--- config.mk ---
export PLATFORM = sky130hd
export DESIGN_NAME = dr5_register
export DESIGN_NICKNAME = d
export VERILOG_FILES = /design/src/dr5_pkg.sv /design/src/dr5_register.sv
export SDC_FILE = /design/constraint.sdc
export NUM_CORES = 1
export LEC_CHECK = 0
export BUFFER_PORTS_ARGS = -buffer_cell sky130_fd_sc_hd__buf_2
export CAP_MARGIN = 40
export CORE_UTILIZATION = 47
export CTS_CLUSTER_DIAMETER = 50
export DETAILED_ROUTE_END_ITERATION = 7
export PLACE_DENSITY = 0.7
export SYNTH_ARGS = -nofsm -noshare
export SYNTH_HDL_FRONTEND = slang
export SYNTH_SLANG_ARGS = --single-unit
--- constraint.sdc ---
create_clock -name ref_clk -period 1.85 [get_ports ref_clk]
set_clock_uncertainty 0.2 [all_clocks]
set_input_delay 0.185 -clock ref_clk [delete_from_list [all_inputs] [get_ports ref_clk]]
set_output_delay 0.185 -clock ref_clk [all_outputs]
set_load 0.01 [all_outputs]
--- src/dr5_pkg.sv ---
// Constants and carrier types for the five-bit differential register.
// Assumes a single 100 MHz ref_clk domain; every pin pair is asynchronous to it.
package dr5_pkg;

    // ***************************************************************
    // Widths and reset values
    // ***************************************************************
    localparam int          DR5_WIDTH      = 5;
    localparam logic [4:0]  DR5_Q_RESET    = 5'h00;
    localparam logic [4:0]  DR5_QN_RESET   = 5'h1f;
    localparam logic        DR5_CLK_PRESET = 1'h1;  // Blocks a false edge after release
    localparam logic [1:0]  DR5_CHAIN_RST  = 2'h0;
    localparam logic [1:0]  DR5_CHAIN_DONE = 2'h3;

    // ***************************************************************
    // Carrier types
    // ***************************************************************
    // One differential bus: true and inverted sides
    typedef struct packed {
        logic [DR5_WIDTH-1:0] p;
        logic [DR5_WIDTH-1:0] n;
    } dr5_bus_t;

    // Differential clock pair
    typedef struct packed {
        logic p;
        logic n;
    } dr5_clk_t;

    // Whole synchronised pin image
    typedef struct packed {
        dr5_bus_t d;
        dr5_clk_t c;
    } dr5_pins_t;

    // Module state apart from the release chain
    typedef struct packed {
        dr5_pins_t            sync1;
        dr5_pins_t            sync2;
        logic                 clk_prev;
        logic [DR5_WIDTH-1:0] q;
        logic [DR5_WIDTH-1:0] qn;
    } dr5_state_t;

endpackage

--- src/dr5_register.sv ---
// Five-bit edge-triggered register with differential data, clock and outputs.
// Assumes pins are asynchronous to ref_clk and each level holds >= 3 ref_clk cycles.
// Outputs come straight from flops; clear and rst_n share one release chain.
`timescale 1ns/1ps
`default_nettype none

module dr5_register (
    input  wire logic              ref_clk,
    input  wire logic              rst_n,
    input  wire logic              async_clear_in,
    input  wire dr5_pkg::dr5_bus_t data_in,
    input  wire dr5_pkg::dr5_clk_t clk_pair_in,
    output var  dr5_pkg::dr5_bus_t data_out
);
    import dr5_pkg::*;

    // ***************************************************************
    // Pair decoding
    // ***************************************************************
    // Equal sides count as open; the clamp then asserts the inverted side
    function automatic logic [DR5_WIDTH-1:0] pair_level(
        input logic [DR5_WIDTH-1:0] p,
        input logic [DR5_WIDTH-1:0] n
    );
        pair_level = p & ~n;
    endfunction

    // Single-pair form for the clock; avoids selecting from a call result
    function automatic logic pair_one(
        input logic p,
        input logic n
    );
        pair_one = p & ~n;
    endfunction

    // ***************************************************************
    // Reset and clear chain
    // ***************************************************************
    logic       clr_any;
    logic [1:0] chain_reg;
    logic       core_rst_n;

    // Clear and reset assert at once, release through two flops
    assign clr_any = async_clear_in | ~rst_n;

    always_ff @(posedge ref_clk or posedge clr_any) begin
        if (clr_any) begin
            chain_reg <= DR5_CHAIN_RST;
        end else begin
            chain_reg <= {chain_reg[0], 1'b1};
        end
    end

    // Release is synchronous so the core never sees reset drop near a clock edge
    // Limitation: even a short clear costs two edges before loads resume
    assign core_rst_n = chain_reg[1];

    // ***************************************************************
    // Core state
    // ***************************************************************
    dr5_state_t           st_reg;
    dr5_state_t           st_next;
    logic                 clk_lvl;
    logic                 clk_rise;
    logic [DR5_WIDTH-1:0] d_lvl;
    logic [DR5_WIDTH-1:0] open_mask;
    logic [DR5_WIDTH-1:0] d_true;

    // Decode only the second sync stage; the first may still be settling
    assign clk_lvl  = pair_one(st_reg.sync2.c.p, st_reg.sync2.c.n);
    assign d_lvl    = pair_level(st_reg.sync2.d.p, st_reg.sync2.d.n);
    assign clk_rise = clk_lvl & ~st_reg.clk_prev;

    // Next state: sync pipeline, edge detect, per-bit capture
    always_comb begin
        st_next          = st_reg;
        // Pins enter the first stage only; every decoder reads the second
        st_next.sync1.d  = data_in;
        st_next.sync1.c  = clk_pair_in;
        st_next.sync2    = st_reg.sync1;
        st_next.clk_prev = clk_lvl;
        if (clk_rise) begin
            // Each bit takes only its own pair, so open bits touch no neighbour
            st_next.q  = d_lvl;
            st_next.qn = ~d_lvl;
        end
    end

    // Clear gives q low and qn high together
    always_ff @(posedge ref_clk or negedge core_rst_n) begin
        if (!core_rst_n) begin
            st_reg          <= '0;
            st_reg.clk_prev <= DR5_CLK_PRESET;
            // Clock syncs also rest high, so a pin already high is no edge at release
            st_reg.sync1.c  <= '{p: DR5_CLK_PRESET, n: ~DR5_CLK_PRESET};
            st_reg.sync2.c  <= '{p: DR5_CLK_PRESET, n: ~DR5_CLK_PRESET};
            st_reg.q        <= DR5_Q_RESET;
            st_reg.qn       <= DR5_QN_RESET;
        end else begin
            st_reg <= st_next;
        end
    end

    // ***************************************************************
    // Outputs
    // ***************************************************************
    // One assignment keeps a single driver on the output struct
    assign data_out = '{p: st_reg.q, n: st_reg.qn};

    // ***************************************************************
    // Check helpers
    // ***************************************************************
    // Which pairs were open at the edge, and their true sides, for the checks
    assign open_mask = ~(st_reg.sync2.d.p ^ st_reg.sync2.d.n);
    assign d_true    = st_reg.sync2.d.p;
endmodule

`default_nettype wire

# == Yosys cells after proc, flatten, opt, wreduce, memory -nomap -nowiden ==
# Index checks and enable logic that the tools add are counted.
# W data, S select, Z words.
# classes
bitwise,9
# op_table
cell,n
$not A5 Y5,2
$and A5 B5 Y5,1
$not A1 Y1,3
$and A1 B1 Y1,2
$or A1 B1 Y1,1
# totals
regBits,37
inputBits,15
out_inout_bits,10
wordCells,21

# == Logic depth before layout (Yosys ltp) ==
# Gate-level depths: netlist of run 1.
# depth
word_depth,3
mapped_depth,3
mapped_depth_nobuf,2

# == Worst setup path before layout of run 1 ==
# OpenSTA, ideal clock, no wires.
# synth_timing
kind,reg2reg
startpoint,register st_reg[12] (netlist bit)
endpoint,"register st_reg, in the netlist data_out[5]"
setup_ns,0.125
t_arrival_ns,1.131
required_ns,1.525
setup_slack_ns,0.394
stages_incl_launch_ff,4
n_path_buf,1
synth_period_minus_slack_ns,1.456
path_cell_list,dfstp_2 nor3b_2 buf_6 mux2_4
# synth_via
elab_chain_len,2
# synth_rtl
element,line,text
"start, declared",dr5_register.sv:61,dr5_state_t st_reg;
"start signal, assigned",dr5_register.sv:100,st_reg <= st_next;
$and A1 B1 Y1,dr5_register.sv:33,pair_one = p & ~n;
$and A1 B1 Y1,dr5_register.sv:72,assign clk_rise = clk_lvl & ~st_reg.clk_prev;
# No other way between the ends.
# A chain may end at the register's enable or synchronous reset.

# == Final worst setup path of run 1 ==
# layout_timing
startpoint,register st_reg[12] (netlist bit)
endpoint,"register st_reg, in the netlist data_out[6]"
# Same word-level chain as after synthesis.

==> impl_metrics.prom, run 1 <==
# TYPE chip_impl_metric gauge
chip_impl_info{name="run_status",value="completed"} 1
chip_impl_metric{name="dieArea",unit="um2"} 2820
chip_impl_metric{name="routed-via-count",unit=""} 575
chip_impl_metric{name="drv_slew",unit=""} 0
chip_impl_info{name="unrepaired_setup_endpoints_after_global_routing",value="false"} 1
chip_impl_metric{name="antenna_found_initial",unit=""} 0
chip_impl_metric{name="clk_latency",unit="ns"} 0.31
chip_impl_metric{name="post_route_fraction_of_the_period_consumed_by_the_critical_path",unit="%"} 82.3
chip_impl_metric{name="yosys_warnings",unit=""} 0
chip_impl_info{name="timing.setup.critical_path_class",value="reg2reg"} 1
chip_impl_metric{name="post-layout-total-power",unit="W"} 0.00149
chip_impl_metric{name="sum_of_buffers_and_inverters_on_the_critical_path",unit=""} 1
chip_impl_metric{name="layout_min_cycle_time",unit="ns"} 1.52
chip_impl_metric{name="die_x_extent",unit="um"} 53.1
chip_impl_metric{name="cts_buffers",unit=""} 5
chip_impl_metric{name="met3_usage",unit="%"} 5.17
chip_impl_info{name="ys_dominant_reg_cell",value="sky130_fd_sc_hd__dfrtp_1"} 1
chip_impl_metric{name="tightest_hold_margin",unit="ns"} 0.0175
chip_impl_metric{name="dp.final_hpwl",unit="um"} 901
chip_impl_metric{name="grt_first_pass_wirelength",unit="um"} 2430
chip_impl_metric{name="insertedDiodeCount",unit=""} 0
chip_impl_metric{name="largest_reg_flops",unit=""} 12
chip_impl_metric{name="drt_iter0_markers",unit=""} 1
chip_impl_metric{name="rows",unit=""} 18
chip_impl_info{name="busiest_layer",value="met2"} 1
chip_impl_metric{name="post_drt_via_cell_ratio",unit=""} 4.14
chip_impl_metric{name="syn_area",unit="um2"} 1230
chip_impl_metric{name="floorplan.io_pins",unit=""} 25
chip_impl_metric{name="path_clk_slew",unit="ns"} 0.10
chip_impl_metric{name="use_met2",unit="%"} 20.5
chip_impl_metric{name="drv_cap",unit=""} 0
chip_impl_metric{name="globalRoute.totalOverflow",unit=""} 0
chip_impl_metric{name="postSynthRegisterBits",unit=""} 37
chip_impl_metric{name="drive_gt1_share",unit="%"} 43.1
chip_impl_metric{name="ys_async_sr_fraction",unit="%"} 100
chip_impl_metric{name="critical_path_peak_fanout",unit=""} 10
chip_impl_metric{name="floorplan.initialDensity",unit="%"} 49.6
chip_impl_metric{name="total_leakage_power",unit="nW"} 0.744
chip_impl_metric{name="ys_seq_area_share",unit="%"} 76.2
chip_impl_metric{name="first_global_vias",unit=""} 581
chip_impl_metric{name="synth_top_area_share",unit="%"} 59.1
chip_impl_metric{name="totalWireLength",unit="um"} 1440
chip_impl_metric{name="crit_required",unit="ns"} 1.85
chip_impl_metric{name="drt-pass1-iter-count",unit=""} 4
chip_impl_metric{name="setup_viol_count_final",unit=""} 0
chip_impl_metric{name="max-clock-path-buffers",unit=""} 2
chip_impl_metric{name="timing_hold_violations_final",unit=""} 0
chip_impl_info{name="synth.area.top_cells",value="sky130_fd_sc_hd__dfrtp_1 59%, sky130_fd_sc_hd__dfstp_2 17%, sky130_fd_sc_hd__buf_4 6.1%"} 1
chip_impl_metric{name="synth_cell_types",unit=""} 11
chip_impl_metric{name="final.setup.tns",unit="ns"} 0
chip_impl_info{name="yosys.cell_count.top_type",value="sky130_fd_sc_hd__dfrtp_1"} 1
chip_impl_metric{name="ctsHtreeMaxLevel",unit=""} 2
chip_impl_info{name="critPathLaunchType",value="flip-flop"} 1
chip_impl_metric{name="max_clock_freq",unit="MHz"} 656
chip_impl_metric{name="die_height",unit="um"} 53.1
chip_impl_metric{name="irDropWorstVdd",unit="uV"} 741
chip_impl_metric{name="cp_slowest_stage_delay",unit="ns"} 0.53
chip_impl_info{name="clock_tree.root_cell",value="sky130_fd_sc_hd__clkbuf_4"} 1
chip_impl_metric{name="routing_usage_on_met1",unit="%"} 15.1
chip_impl_info{name="synth_top_cells_by_count",value="29 x sky130_fd_sc_hd__dfrtp_1, 10 x sky130_fd_sc_hd__buf_4, 8 x sky130_fd_sc_hd__dfstp_2, 6 x sky130_fd_sc_hd__nor2b_1"} 1
chip_impl_metric{name="place.port_buffers",unit=""} 24
chip_impl_metric{name="area_overhead_vs_synth",unit="%"} 24.2
chip_impl_metric{name="gpl.final_weighted_congestion",unit=""} 0.581
chip_impl_metric{name="max_slew.worst_pin.slew",unit="ns"} 0.520
chip_impl_info{name="min_path_type",value="reg2async"} 1
chip_impl_metric{name="grt_max_degree",unit=""} 24
chip_impl_metric{name="syn_avg_cell_area",unit="um2"} 17.1
chip_impl_info{name="critPathCaptureType",value="flip-flop"} 1
chip_impl_metric{name="worstPathArrival",unit="ns"} 1.53
chip_impl_metric{name="syn-num-nets",unit=""} 87
chip_impl_metric{name="final_antenna_net_count",unit=""} 0
chip_impl_info{name="synth.largest_area_cell",value="sky130_fd_sc_hd__dfrtp_1"} 1
chip_impl_info{name="critical_path.cell_chain",value="nor3b_2 -> buf_4 -> mux2_4"} 1
chip_impl_info{name="tritoncts",value="done"} 1
chip_impl_metric{name="wl_per_cell",unit="um"} 10.3
chip_impl_metric{name="core_region_area",unit="um2"} 2480
chip_impl_metric{name="netlist_instances",unit=""} 72
chip_impl_metric{name="grt_usage",unit="%"} 13.1
chip_impl_metric{name="remaining_drc_errors",unit=""} 0
chip_impl_metric{name="number_of_enable_flip_flop_cells_after_synthesis",unit=""} 0
chip_impl_info{name="cpMaxStageDelayCell",value="sky130_fd_sc_hd__dfstp_2"} 1
chip_impl_info{name="path_delay_family",value="flip-flops"} 1
chip_impl_metric{name="timing.slew.headroom",unit="%"} 65.4
chip_impl_metric{name="power.density",unit="nW/um2"} 974
chip_impl_metric{name="tritoncts_num_sinks",unit=""} 37
chip_impl_metric{name="layout_nets",unit=""} 123
chip_impl_metric{name="cts.repair_timing.setup_buffer_count",unit=""} 0
-- metal layers --
| layer | vias to the layer above | part of all wire (%) |
|---|---|---|
| li1 | 283 | - |
| met1 | 274 | 44 |
| met2 | 18 | 49 |
| met3 | 0 | 6.4 |
| met4 | 0 | 0 |
| met5 | - | 0 |
-- layout make-up --
class	count	area [um2]
clock buffer	8	58.8
fill	201	951
inverter	5	18.8
multi-input combinational	19	188
sequential	37	936
tap	30	37.5
timing repair buffer	40	288
-- worst paths after layout --
kind,from,end,slack [ns],cells past startpoint
hold reg to reg,chain_reg[1],d_true[4],0.02,0
min in group ref_clk,st_next[22],d_true[4],0.16,0
max in group asynchronous,rst_n,chain_reg[0],0.67,4
setup reg to reg,st_reg[12],data_out[6],0.33,3
hold / removal,chain_reg[1],d_true[4],0.02,0
setup / recovery,st_reg[12],data_out[6],0.33,3
-- kinds of logic (layout without fill, tap and decap cells) --
logic type / Yosys count / count (layout) / synth area share (%)
buffers and inverters: 16 / 53 / 8.55
and+or+nand+nor: 8 / 8 / 4.79
DFF: 37 / 37 / 76.2
muxes: 10 / 10 / 10.2
other: 1 / 1 / 0.305
-- cells in the final DEF, fill, tap and decap left out, drive strengths merged --
cell type	n
dfrtp	29
buf	26
dlygate4sd3	14
dfstp	8
clkbuf	8
nor2b	6
mux2	5
inv	5
mux2i	5
and2b	1
nor3b	1
conb	1
-- repair_timing --
| item | in CTS | in global routing |
|---|---|---|
| hold buffers | 14 | 0 |
| gates resized for setup | 0 | 0 |
| endpoints found under the hold margin | 14 | 0 |
-- report_power, final --
part	internal [W]	leakage (nW)	total, W	switching [W]
registers	0.000886	0.430	0.000916	0.0000294
logic	0.0000951	0.282	0.000163	0.0000679
clock network	0.000188	0.0326	0.000408	0.000220
-- per-stage QoR --
step | utilization (%) | setup WS, ns | cells | instance area [um2]
final | 61.6 | 0.327 | 139 | 1530
after global routing | 61.6 | 0.249 | 139 | 1530
after CTS | 61.6 | 0.313 | 139 | 1530
after detailed placement | 53.6 | 0.331 | 117 | 1330
after global placement | 53.6 | 0.353 | 117 | 1330
after floorplan | - | 0.394 | 72 | 1230
Power figures use the tool's default switching activity.
==> inputs of run 2 (changes only) <==
clock period = 1.43 ns   (was 1.85 ns; I/O delays follow)
==> impl_metrics.prom, run 2 (synthesis gave the netlist of run 1 again) <==
# TYPE chip_impl_metric gauge
chip_impl_metric{name="dp.final_hpwl",unit="um"} 945
chip_impl_info{name="busiest_layer",value="met2"} 1
chip_impl_metric{name="remaining_drc_errors",unit=""} 0
chip_impl_info{name="run_status",value="finished with violations"} 1
chip_impl_metric{name="total_leakage_power",unit="nW"} 0.781
chip_impl_metric{name="timing_hold_violations_final",unit=""} 0
chip_impl_metric{name="crit_required",unit="ns"} 1.47
chip_impl_metric{name="cp_slowest_stage_delay",unit="ns"} 0.54
chip_impl_metric{name="rows",unit=""} 18
chip_impl_metric{name="totalWireLength",unit="um"} 1570
chip_impl_info{name="timing.setup.critical_path_class",value="reg2reg"} 1
chip_impl_metric{name="gpl.final_weighted_congestion",unit=""} 0.581
chip_impl_metric{name="insertedDiodeCount",unit=""} 0
chip_impl_metric{name="dieArea",unit="um2"} 2820
chip_impl_metric{name="finalWorstSetupSlack",unit="ns"} -0.0624
chip_impl_metric{name="swShare",unit="%"} 22.4
chip_impl_metric{name="post_drt_via_cell_ratio",unit=""} 4.36
chip_impl_metric{name="first_global_vias",unit=""} 639
chip_impl_info{name="violations",value="setup timing"} 1
chip_impl_metric{name="routed-via-count",unit=""} 632
chip_impl_metric{name="fillerInstances",unit=""} 198
chip_impl_metric{name="critical_path_peak_fanout",unit=""} 10
chip_impl_metric{name="clk_latency",unit="ns"} 0.34
chip_impl_metric{name="p_comb_share",unit="%"} 10.7
chip_impl_metric{name="die_x_extent",unit="um"} 53.1
chip_impl_metric{name="share_of_power_burned_in_the_clock_network",unit="%"} 33.7
chip_impl_metric{name="stdcell_count",unit=""} 145
chip_impl_info{name="worstReg2RegStart",value="st_reg[12]"} 1
chip_impl_metric{name="grt_usage",unit="%"} 14.6
chip_impl_metric{name="max-clock-path-buffers",unit=""} 2
chip_impl_metric{name="path_clk_slew",unit="ns"} 0.11
chip_impl_metric{name="wl_per_cell",unit="um"} 10.8
chip_impl_metric{name="antenna_found_initial",unit=""} 0
chip_impl_metric{name="ctsHtreeMaxLevel",unit=""} 2
chip_impl_metric{name="irDropWorstVdd",unit="uV"} 1060
chip_impl_metric{name="final_antenna_net_count",unit=""} 0
chip_impl_metric{name="floorplan.io_pins",unit=""} 25
chip_impl_info{name="min_path_type",value="in2async"} 1
chip_impl_info{name="critPathLaunchType",value="flip-flop"} 1
chip_impl_metric{name="setup_viol_count_final",unit=""} 9
chip_impl_metric{name="net-switching-power",unit="W"} 0.000475
chip_impl_info{name="tritoncts",value="done"} 1
chip_impl_metric{name="place.port_buffers",unit=""} 24
chip_impl_info{name="unrepaired_setup_endpoints_after_global_routing",value="true"} 1
chip_impl_info{name="final_cell_mix",value="29 x sky130_fd_sc_hd__dfrtp_1, 24 x sky130_fd_sc_hd__buf_2, 15 x sky130_fd_sc_hd__dlygate4sd3_1, 8 x sky130_fd_sc_hd__dfstp_2"} 1
chip_impl_metric{name="cts_buffers",unit=""} 5
chip_impl_metric{name="drv_cap",unit=""} 0
chip_impl_info{name="path_delay_family",value="flip-flops"} 1
chip_impl_metric{name="floorplan.initialDensity",unit="%"} 49.6
chip_impl_metric{name="grt_max_degree",unit=""} 24
chip_impl_metric{name="tritoncts_num_sinks",unit=""} 37
chip_impl_metric{name="layout_nets",unit=""} 129
chip_impl_metric{name="grt_first_pass_wirelength",unit="um"} 2660
chip_impl_metric{name="post-place-ws",unit="ns"} -0.0670
chip_impl_metric{name="internal-power",unit="W"} 0.00165
chip_impl_metric{name="die_height",unit="um"} 53.1
chip_impl_metric{name="drive_gt1_share",unit="%"} 47.0
chip_impl_metric{name="post_route_fraction_of_the_period_consumed_by_the_critical_path",unit="%"} 104
chip_impl_metric{name="final.setup.tns",unit="ns"} -0.328
chip_impl_metric{name="layout_min_cycle_time",unit="ns"} 1.49
chip_impl_metric{name="core_region_area",unit="um2"} 2480
chip_impl_metric{name="drt_iter0_markers",unit=""} 1
chip_impl_info{name="clock_tree.root_cell",value="sky130_fd_sc_hd__clkbuf_4"} 1
chip_impl_metric{name="area_overhead_vs_synth",unit="%"} 29.9
chip_impl_metric{name="largest_reg_flops",unit=""} 12
chip_impl_info{name="worst_setup_path_startpoint",value="st_reg[12]"} 1
chip_impl_info{name="cpMaxStageDelayCell",value="sky130_fd_sc_hd__dfstp_2"} 1
chip_impl_metric{name="use_met2",unit="%"} 23.8
chip_impl_metric{name="drv_slew",unit=""} 0
chip_impl_info{name="critical_path.cell_chain",value="nor3b_4 -> buf_6 -> mux2_4"} 1
chip_impl_metric{name="power.density",unit="nW/um2"} 1330
chip_impl_metric{name="routing_usage_on_met1",unit="%"} 15.0
chip_impl_metric{name="met3_usage",unit="%"} 7.76
chip_impl_info{name="critPathCaptureType",value="flip-flop"} 1
chip_impl_metric{name="drt-pass1-iter-count",unit=""} 2
chip_impl_metric{name="max_clock_freq",unit="MHz"} 670
chip_impl_metric{name="sum_of_buffers_and_inverters_on_the_critical_path",unit=""} 1
chip_impl_metric{name="globalRoute.totalOverflow",unit=""} 0
chip_impl_metric{name="share_seq_of_total_power",unit="%"} 55.6
chip_impl_info{name="final_common_cell",value="sky130_fd_sc_hd__dfrtp_1"} 1
chip_impl_metric{name="place_inst",unit=""} 120
chip_impl_metric{name="worstPathArrival",unit="ns"} 1.53
[run 2: cell count changes in the layout (fill, tap and decap cells not counted), sizes merged]
cell         before  now
clkinvlp          0    1
clkbuf            8    5
clkinv            0    1
bufinv            0    1
buf              26   31
dlygate4sd3      14   15
[run 2: per-stage QoR]
| step | total power [W] | utilization, % | hold slack, ns | area, um2 |
|---|---|---|---|---|
| after floorplan | 0.00136 | - | -0.254 | 1230 |
| after global routing | 0.00222 | 64.4 | 0.0113 | 1600 |
| after global placement | 0.00138 | 54.0 | -0.150 | 1340 |
| final | 0.00212 | 64.4 | 0.00627 | 1600 |
| after detailed placement | 0.00139 | 54.0 | -0.140 | 1340 |
| after CTS | 0.00214 | 64.2 | 0.00763 | 1590 |
[run 2: power groups by stage]
stage                     Sequential [W]  Combinational, W  Clock (W)
after floorplan                  0.00120          0.000159          0
after global placement           0.00120          0.000186          0
after detailed placement         0.00120          0.000190          0
after CTS                        0.00118          0.000228   0.000733
final                            0.00118          0.000227   0.000715
after global routing             0.00119          0.000256   0.000776
[run 2: path summary, 6_finish.rpt]
check | to | slack [ns] | depth (start not counted)
worst max-delay path | data_out[9] | -0.06 | 3
worst min-delay path | chain_reg[1] | 0.006 | 3
worst max register to register | data_out[9] | -0.06 | 3
worst min register to register | st_reg[15] | 0.03 | 1
max in group asynchronous | data_out[0] | 0.26 | 2
min in group ref_clk | st_reg[17] | 0.16 | 0
[run 2: layer usage]
layer	wire, um	part of all wire [%]
met1	630	40
met2	801	51
met3	100	6.4
met4	35	2.2
met5	0	0
[run 2: what timing repair did]
| item | in CTS | in global routing |
|---|---|---|
| endpoints found under the hold margin | 20 | 0 |
| setup buffers | 2 | 0 |
| setup endpoints to repair | 7 | 10 |
| gates resized for setup | 1 | 1 |
| hold buffers | 15 | 0 |
[run 2: tightest hold or removal path, cell delays in order]
cell and delay [ns]:
sky130_fd_sc_hd__buf_2 0.10, sky130_fd_sc_hd__nor2b_1 0.08, sky130_fd_sc_hd__dlygate4sd3_1 0.58
[run 2: cell type report]
type | count | area [um2] | share of cell area, %
sequential | 37 | 936 | 58.6
timing repair buffer | 46 | 327 | 20.5
clock inverter | 3 | 46.3 | 2.90
inverter | 5 | 18.8 | 1.18
clock buffer | 5 | 37.5 | 2.35
tap | 30 | 37.5 | 2.35
multi-input combinational | 19 | 194 | 12.1
==> inputs of run 3 (changes only) <==
CORE_UTILIZATION = 51   (was 47)
PLACE_DENSITY = 0.75   (was 0.7)
==> impl_metrics.prom, run 3 (synthesis gave the netlist of run 1 again) <==
# TYPE chip_impl_metric gauge
chip_impl_info{name="run_status",value="finished with violations"} 1
chip_impl_info{name="violations",value="hold timing, setup timing"} 1
chip_impl_metric{name="antenna_found_initial",unit=""} 0
chip_impl_metric{name="first_global_vias",unit=""} 623
chip_impl_metric{name="power.density",unit="nW/um2"} 1360
chip_impl_metric{name="rows",unit=""} 17
chip_impl_metric{name="tightest_hold_margin",unit="ns"} -0.00457
chip_impl_metric{name="floorplan.io_pins",unit=""} 25
chip_impl_metric{name="finalWorstSetupSlack",unit="ns"} -0.0729
chip_impl_metric{name="layout_nets",unit=""} 128
chip_impl_metric{name="largest_reg_flops",unit=""} 12
chip_impl_info{name="critPathLaunchType",value="flip-flop"} 1
chip_impl_metric{name="grt_usage",unit="%"} 16.1
chip_impl_metric{name="drv_slew",unit=""} 0
chip_impl_metric{name="cp_slowest_stage_delay",unit="ns"} 0.54
chip_impl_metric{name="dieArea",unit="um2"} 2610
chip_impl_info{name="cpMaxStageDelayCell",value="sky130_fd_sc_hd__dfstp_2"} 1
chip_impl_metric{name="fillerInstances",unit=""} 151
chip_impl_metric{name="crit_required",unit="ns"} 1.45
chip_impl_metric{name="max-clock-path-buffers",unit=""} 2
chip_impl_metric{name="drive_gt1_share",unit="%"} 47.4
chip_impl_metric{name="floorplan.initialDensity",unit="%"} 55.0
chip_impl_info{name="critical_path.cell_chain",value="nor3b_2 -> buf_6 -> mux2_4"} 1
chip_impl_metric{name="cts.repair_timing.setup_buffer_count",unit=""} 0
chip_impl_metric{name="routed-via-count",unit=""} 620
chip_impl_metric{name="setup_viol_count_final",unit=""} 9
chip_impl_metric{name="remaining_drc_errors",unit=""} 0
chip_impl_metric{name="insertedDiodeCount",unit=""} 0
chip_impl_info{name="path_delay_family",value="flip-flops"} 1
chip_impl_metric{name="die_x_extent",unit="um"} 51.1
chip_impl_info{name="min_path_type",value="reg2async"} 1
chip_impl_metric{name="irDropWorstVdd",unit="uV"} 1160
chip_impl_metric{name="gpl.final_weighted_congestion",unit=""} 0.625
chip_impl_info{name="critPathCaptureType",value="flip-flop"} 1
chip_impl_metric{name="share_seq_of_total_power",unit="%"} 54.9
chip_impl_metric{name="stdcell_count",unit=""} 142
chip_impl_metric{name="total_leakage_power",unit="nW"} 0.778
chip_impl_metric{name="wl_per_cell",unit="um"} 11.7
chip_impl_metric{name="layout_min_cycle_time",unit="ns"} 1.50
chip_impl_metric{name="grt_first_pass_wirelength",unit="um"} 2740
chip_impl_info{name="final_cell_mix",value="29 x sky130_fd_sc_hd__dfrtp_1, 24 x sky130_fd_sc_hd__buf_2, 14 x sky130_fd_sc_hd__dlygate4sd3_1, 8 x sky130_fd_sc_hd__dfstp_2"} 1
chip_impl_metric{name="sum_of_buffers_and_inverters_on_the_critical_path",unit=""} 1
chip_impl_metric{name="post-place-ws",unit="ns"} -0.0781
chip_impl_metric{name="post_drt_via_cell_ratio",unit=""} 4.37
chip_impl_metric{name="internal-power",unit="W"} 0.00169
chip_impl_metric{name="totalWireLength",unit="um"} 1660
chip_impl_metric{name="path_clk_slew",unit="ns"} 0.11
chip_impl_info{name="tritoncts",value="done"} 1
chip_impl_metric{name="ctsHtreeMaxLevel",unit=""} 2
chip_impl_metric{name="clk_latency",unit="ns"} 0.34
chip_impl_metric{name="final_antenna_net_count",unit=""} 0
chip_impl_metric{name="max_clock_freq",unit="MHz"} 665
chip_impl_metric{name="swShare",unit="%"} 21.3
chip_impl_metric{name="timing_hold_violations_final",unit=""} 6
chip_impl_info{name="final_common_cell",value="sky130_fd_sc_hd__dfrtp_1"} 1
chip_impl_metric{name="globalRoute.totalOverflow",unit=""} 0
chip_impl_metric{name="post_route_fraction_of_the_period_consumed_by_the_critical_path",unit="%"} 105
chip_impl_metric{name="dp.final_hpwl",unit="um"} 988
chip_impl_info{name="unrepaired_setup_endpoints_after_global_routing",value="true"} 1
chip_impl_metric{name="core_region_area",unit="um2"} 2230
chip_impl_metric{name="area_overhead_vs_synth",unit="%"} 28.8
chip_impl_metric{name="place_inst",unit=""} 120
chip_impl_metric{name="drv_cap",unit=""} 0
chip_impl_metric{name="p_comb_share",unit="%"} 10.6
chip_impl_metric{name="cts_buffers",unit=""} 5
chip_impl_metric{name="place.port_buffers",unit=""} 24
chip_impl_metric{name="tritoncts_num_sinks",unit=""} 37
chip_impl_metric{name="die_height",unit="um"} 51.1
chip_impl_metric{name="worstPathArrival",unit="ns"} 1.53
chip_impl_metric{name="share_of_power_burned_in_the_clock_network",unit="%"} 34.5
chip_impl_metric{name="critical_path_peak_fanout",unit=""} 10
chip_impl_metric{name="grt_max_degree",unit=""} 24
chip_impl_metric{name="net-switching-power",unit="W"} 0.000456
chip_impl_metric{name="drt-pass1-iter-count",unit=""} 2
chip_impl_info{name="clock_tree.root_cell",value="sky130_fd_sc_hd__clkbuf_4"} 1
chip_impl_metric{name="drt_iter0_markers",unit=""} 5
chip_impl_info{name="timing.setup.critical_path_class",value="reg2reg"} 1
run 3: per-layer routing:
layer	global-route usage (%)	routed length (um)	vias to the layer above
li1	-	-	292
met1	17.5	680	300
met2	25.9	838	22
met3	8.04	106	6
met4	8.33	38	0
met5	0	0	-
run 3: what timing repair did:
item | 4_1_cts | 5_1_grt
hold buffers | 14 | 0
hold endpoints to repair | 14 | 0
resized for setup | 1 | 0
endpoints found under the setup margin | 9 | 9
pin swaps | 0 | 0
run 3: final cells by class:
type                            count  area [um2]  share of cell area (%)
Tap cell                           28        35.0                    2.21
Clock inverter                      2        37.5                    2.37
Clock buffer                        6        51.3                    3.24
Sequential cell                    37         936                    59.1
Inverter                            5        18.8                    1.19
Timing Repair Buffer               45         317                    20.0
Multi-Input combinational cell     19         188                    11.9
run 3: path summary, 6_finish.rpt:
check,slack [ns],from,cells after the start,to
min reg2reg,-0.005,chain_reg[1],1,st_next[16]
min,-0.005,chain_reg[1],1,st_next[16]
max reg2reg,-0.07,st_reg[12],3,data_out[9]
min in group ref_clk,0.16,st_next[18],0,d_true[0]
max,-0.07,st_reg[12],3,data_out[9]
max in group asynchronous,0.29,rst_n,4,chain_reg[1]
run 3: power by group through the flow:
stage	sequential [W]	clock, W	combinational [W]
floorplan	0.00120	0	0.000159
global placement	0.00120	0	0.000190
detailed placement	0.00120	0	0.000198
CTS	0.00118	0.000767	0.000228
global route	0.00119	0.000809	0.000249
finish	0.00118	0.000741	0.000227
run 3: through the flow:
| stage | power (W) | cell area (um2) | setup TNS (ns) | util [%] |
|---|---|---|---|---|
| 6_report | 0.00215 | 1580 | -0.417 | 70.9 |
| 5_1_grt | 0.00225 | 1580 | -0.774 | 70.9 |
| 4_1_cts | 0.00218 | 1580 | -0.432 | 70.9 |
| 3_5_place_dp | 0.00140 | 1350 | -0.531 | 60.4 |
| 3_3_place_gp | 0.00139 | 1350 | -0.217 | 60.4 |
| 2_1_floorplan | 0.00136 | 1230 | -0.131 | - |
run 3: worst reg2reg max path, delay by kind of cell (launching register included):
family	cells	cell delay, ns
multiplexers	1	0.31
flip-flops	1	0.54
buffers and inverters	1	0.18
AND/OR/NAND/NOR	1	0.17
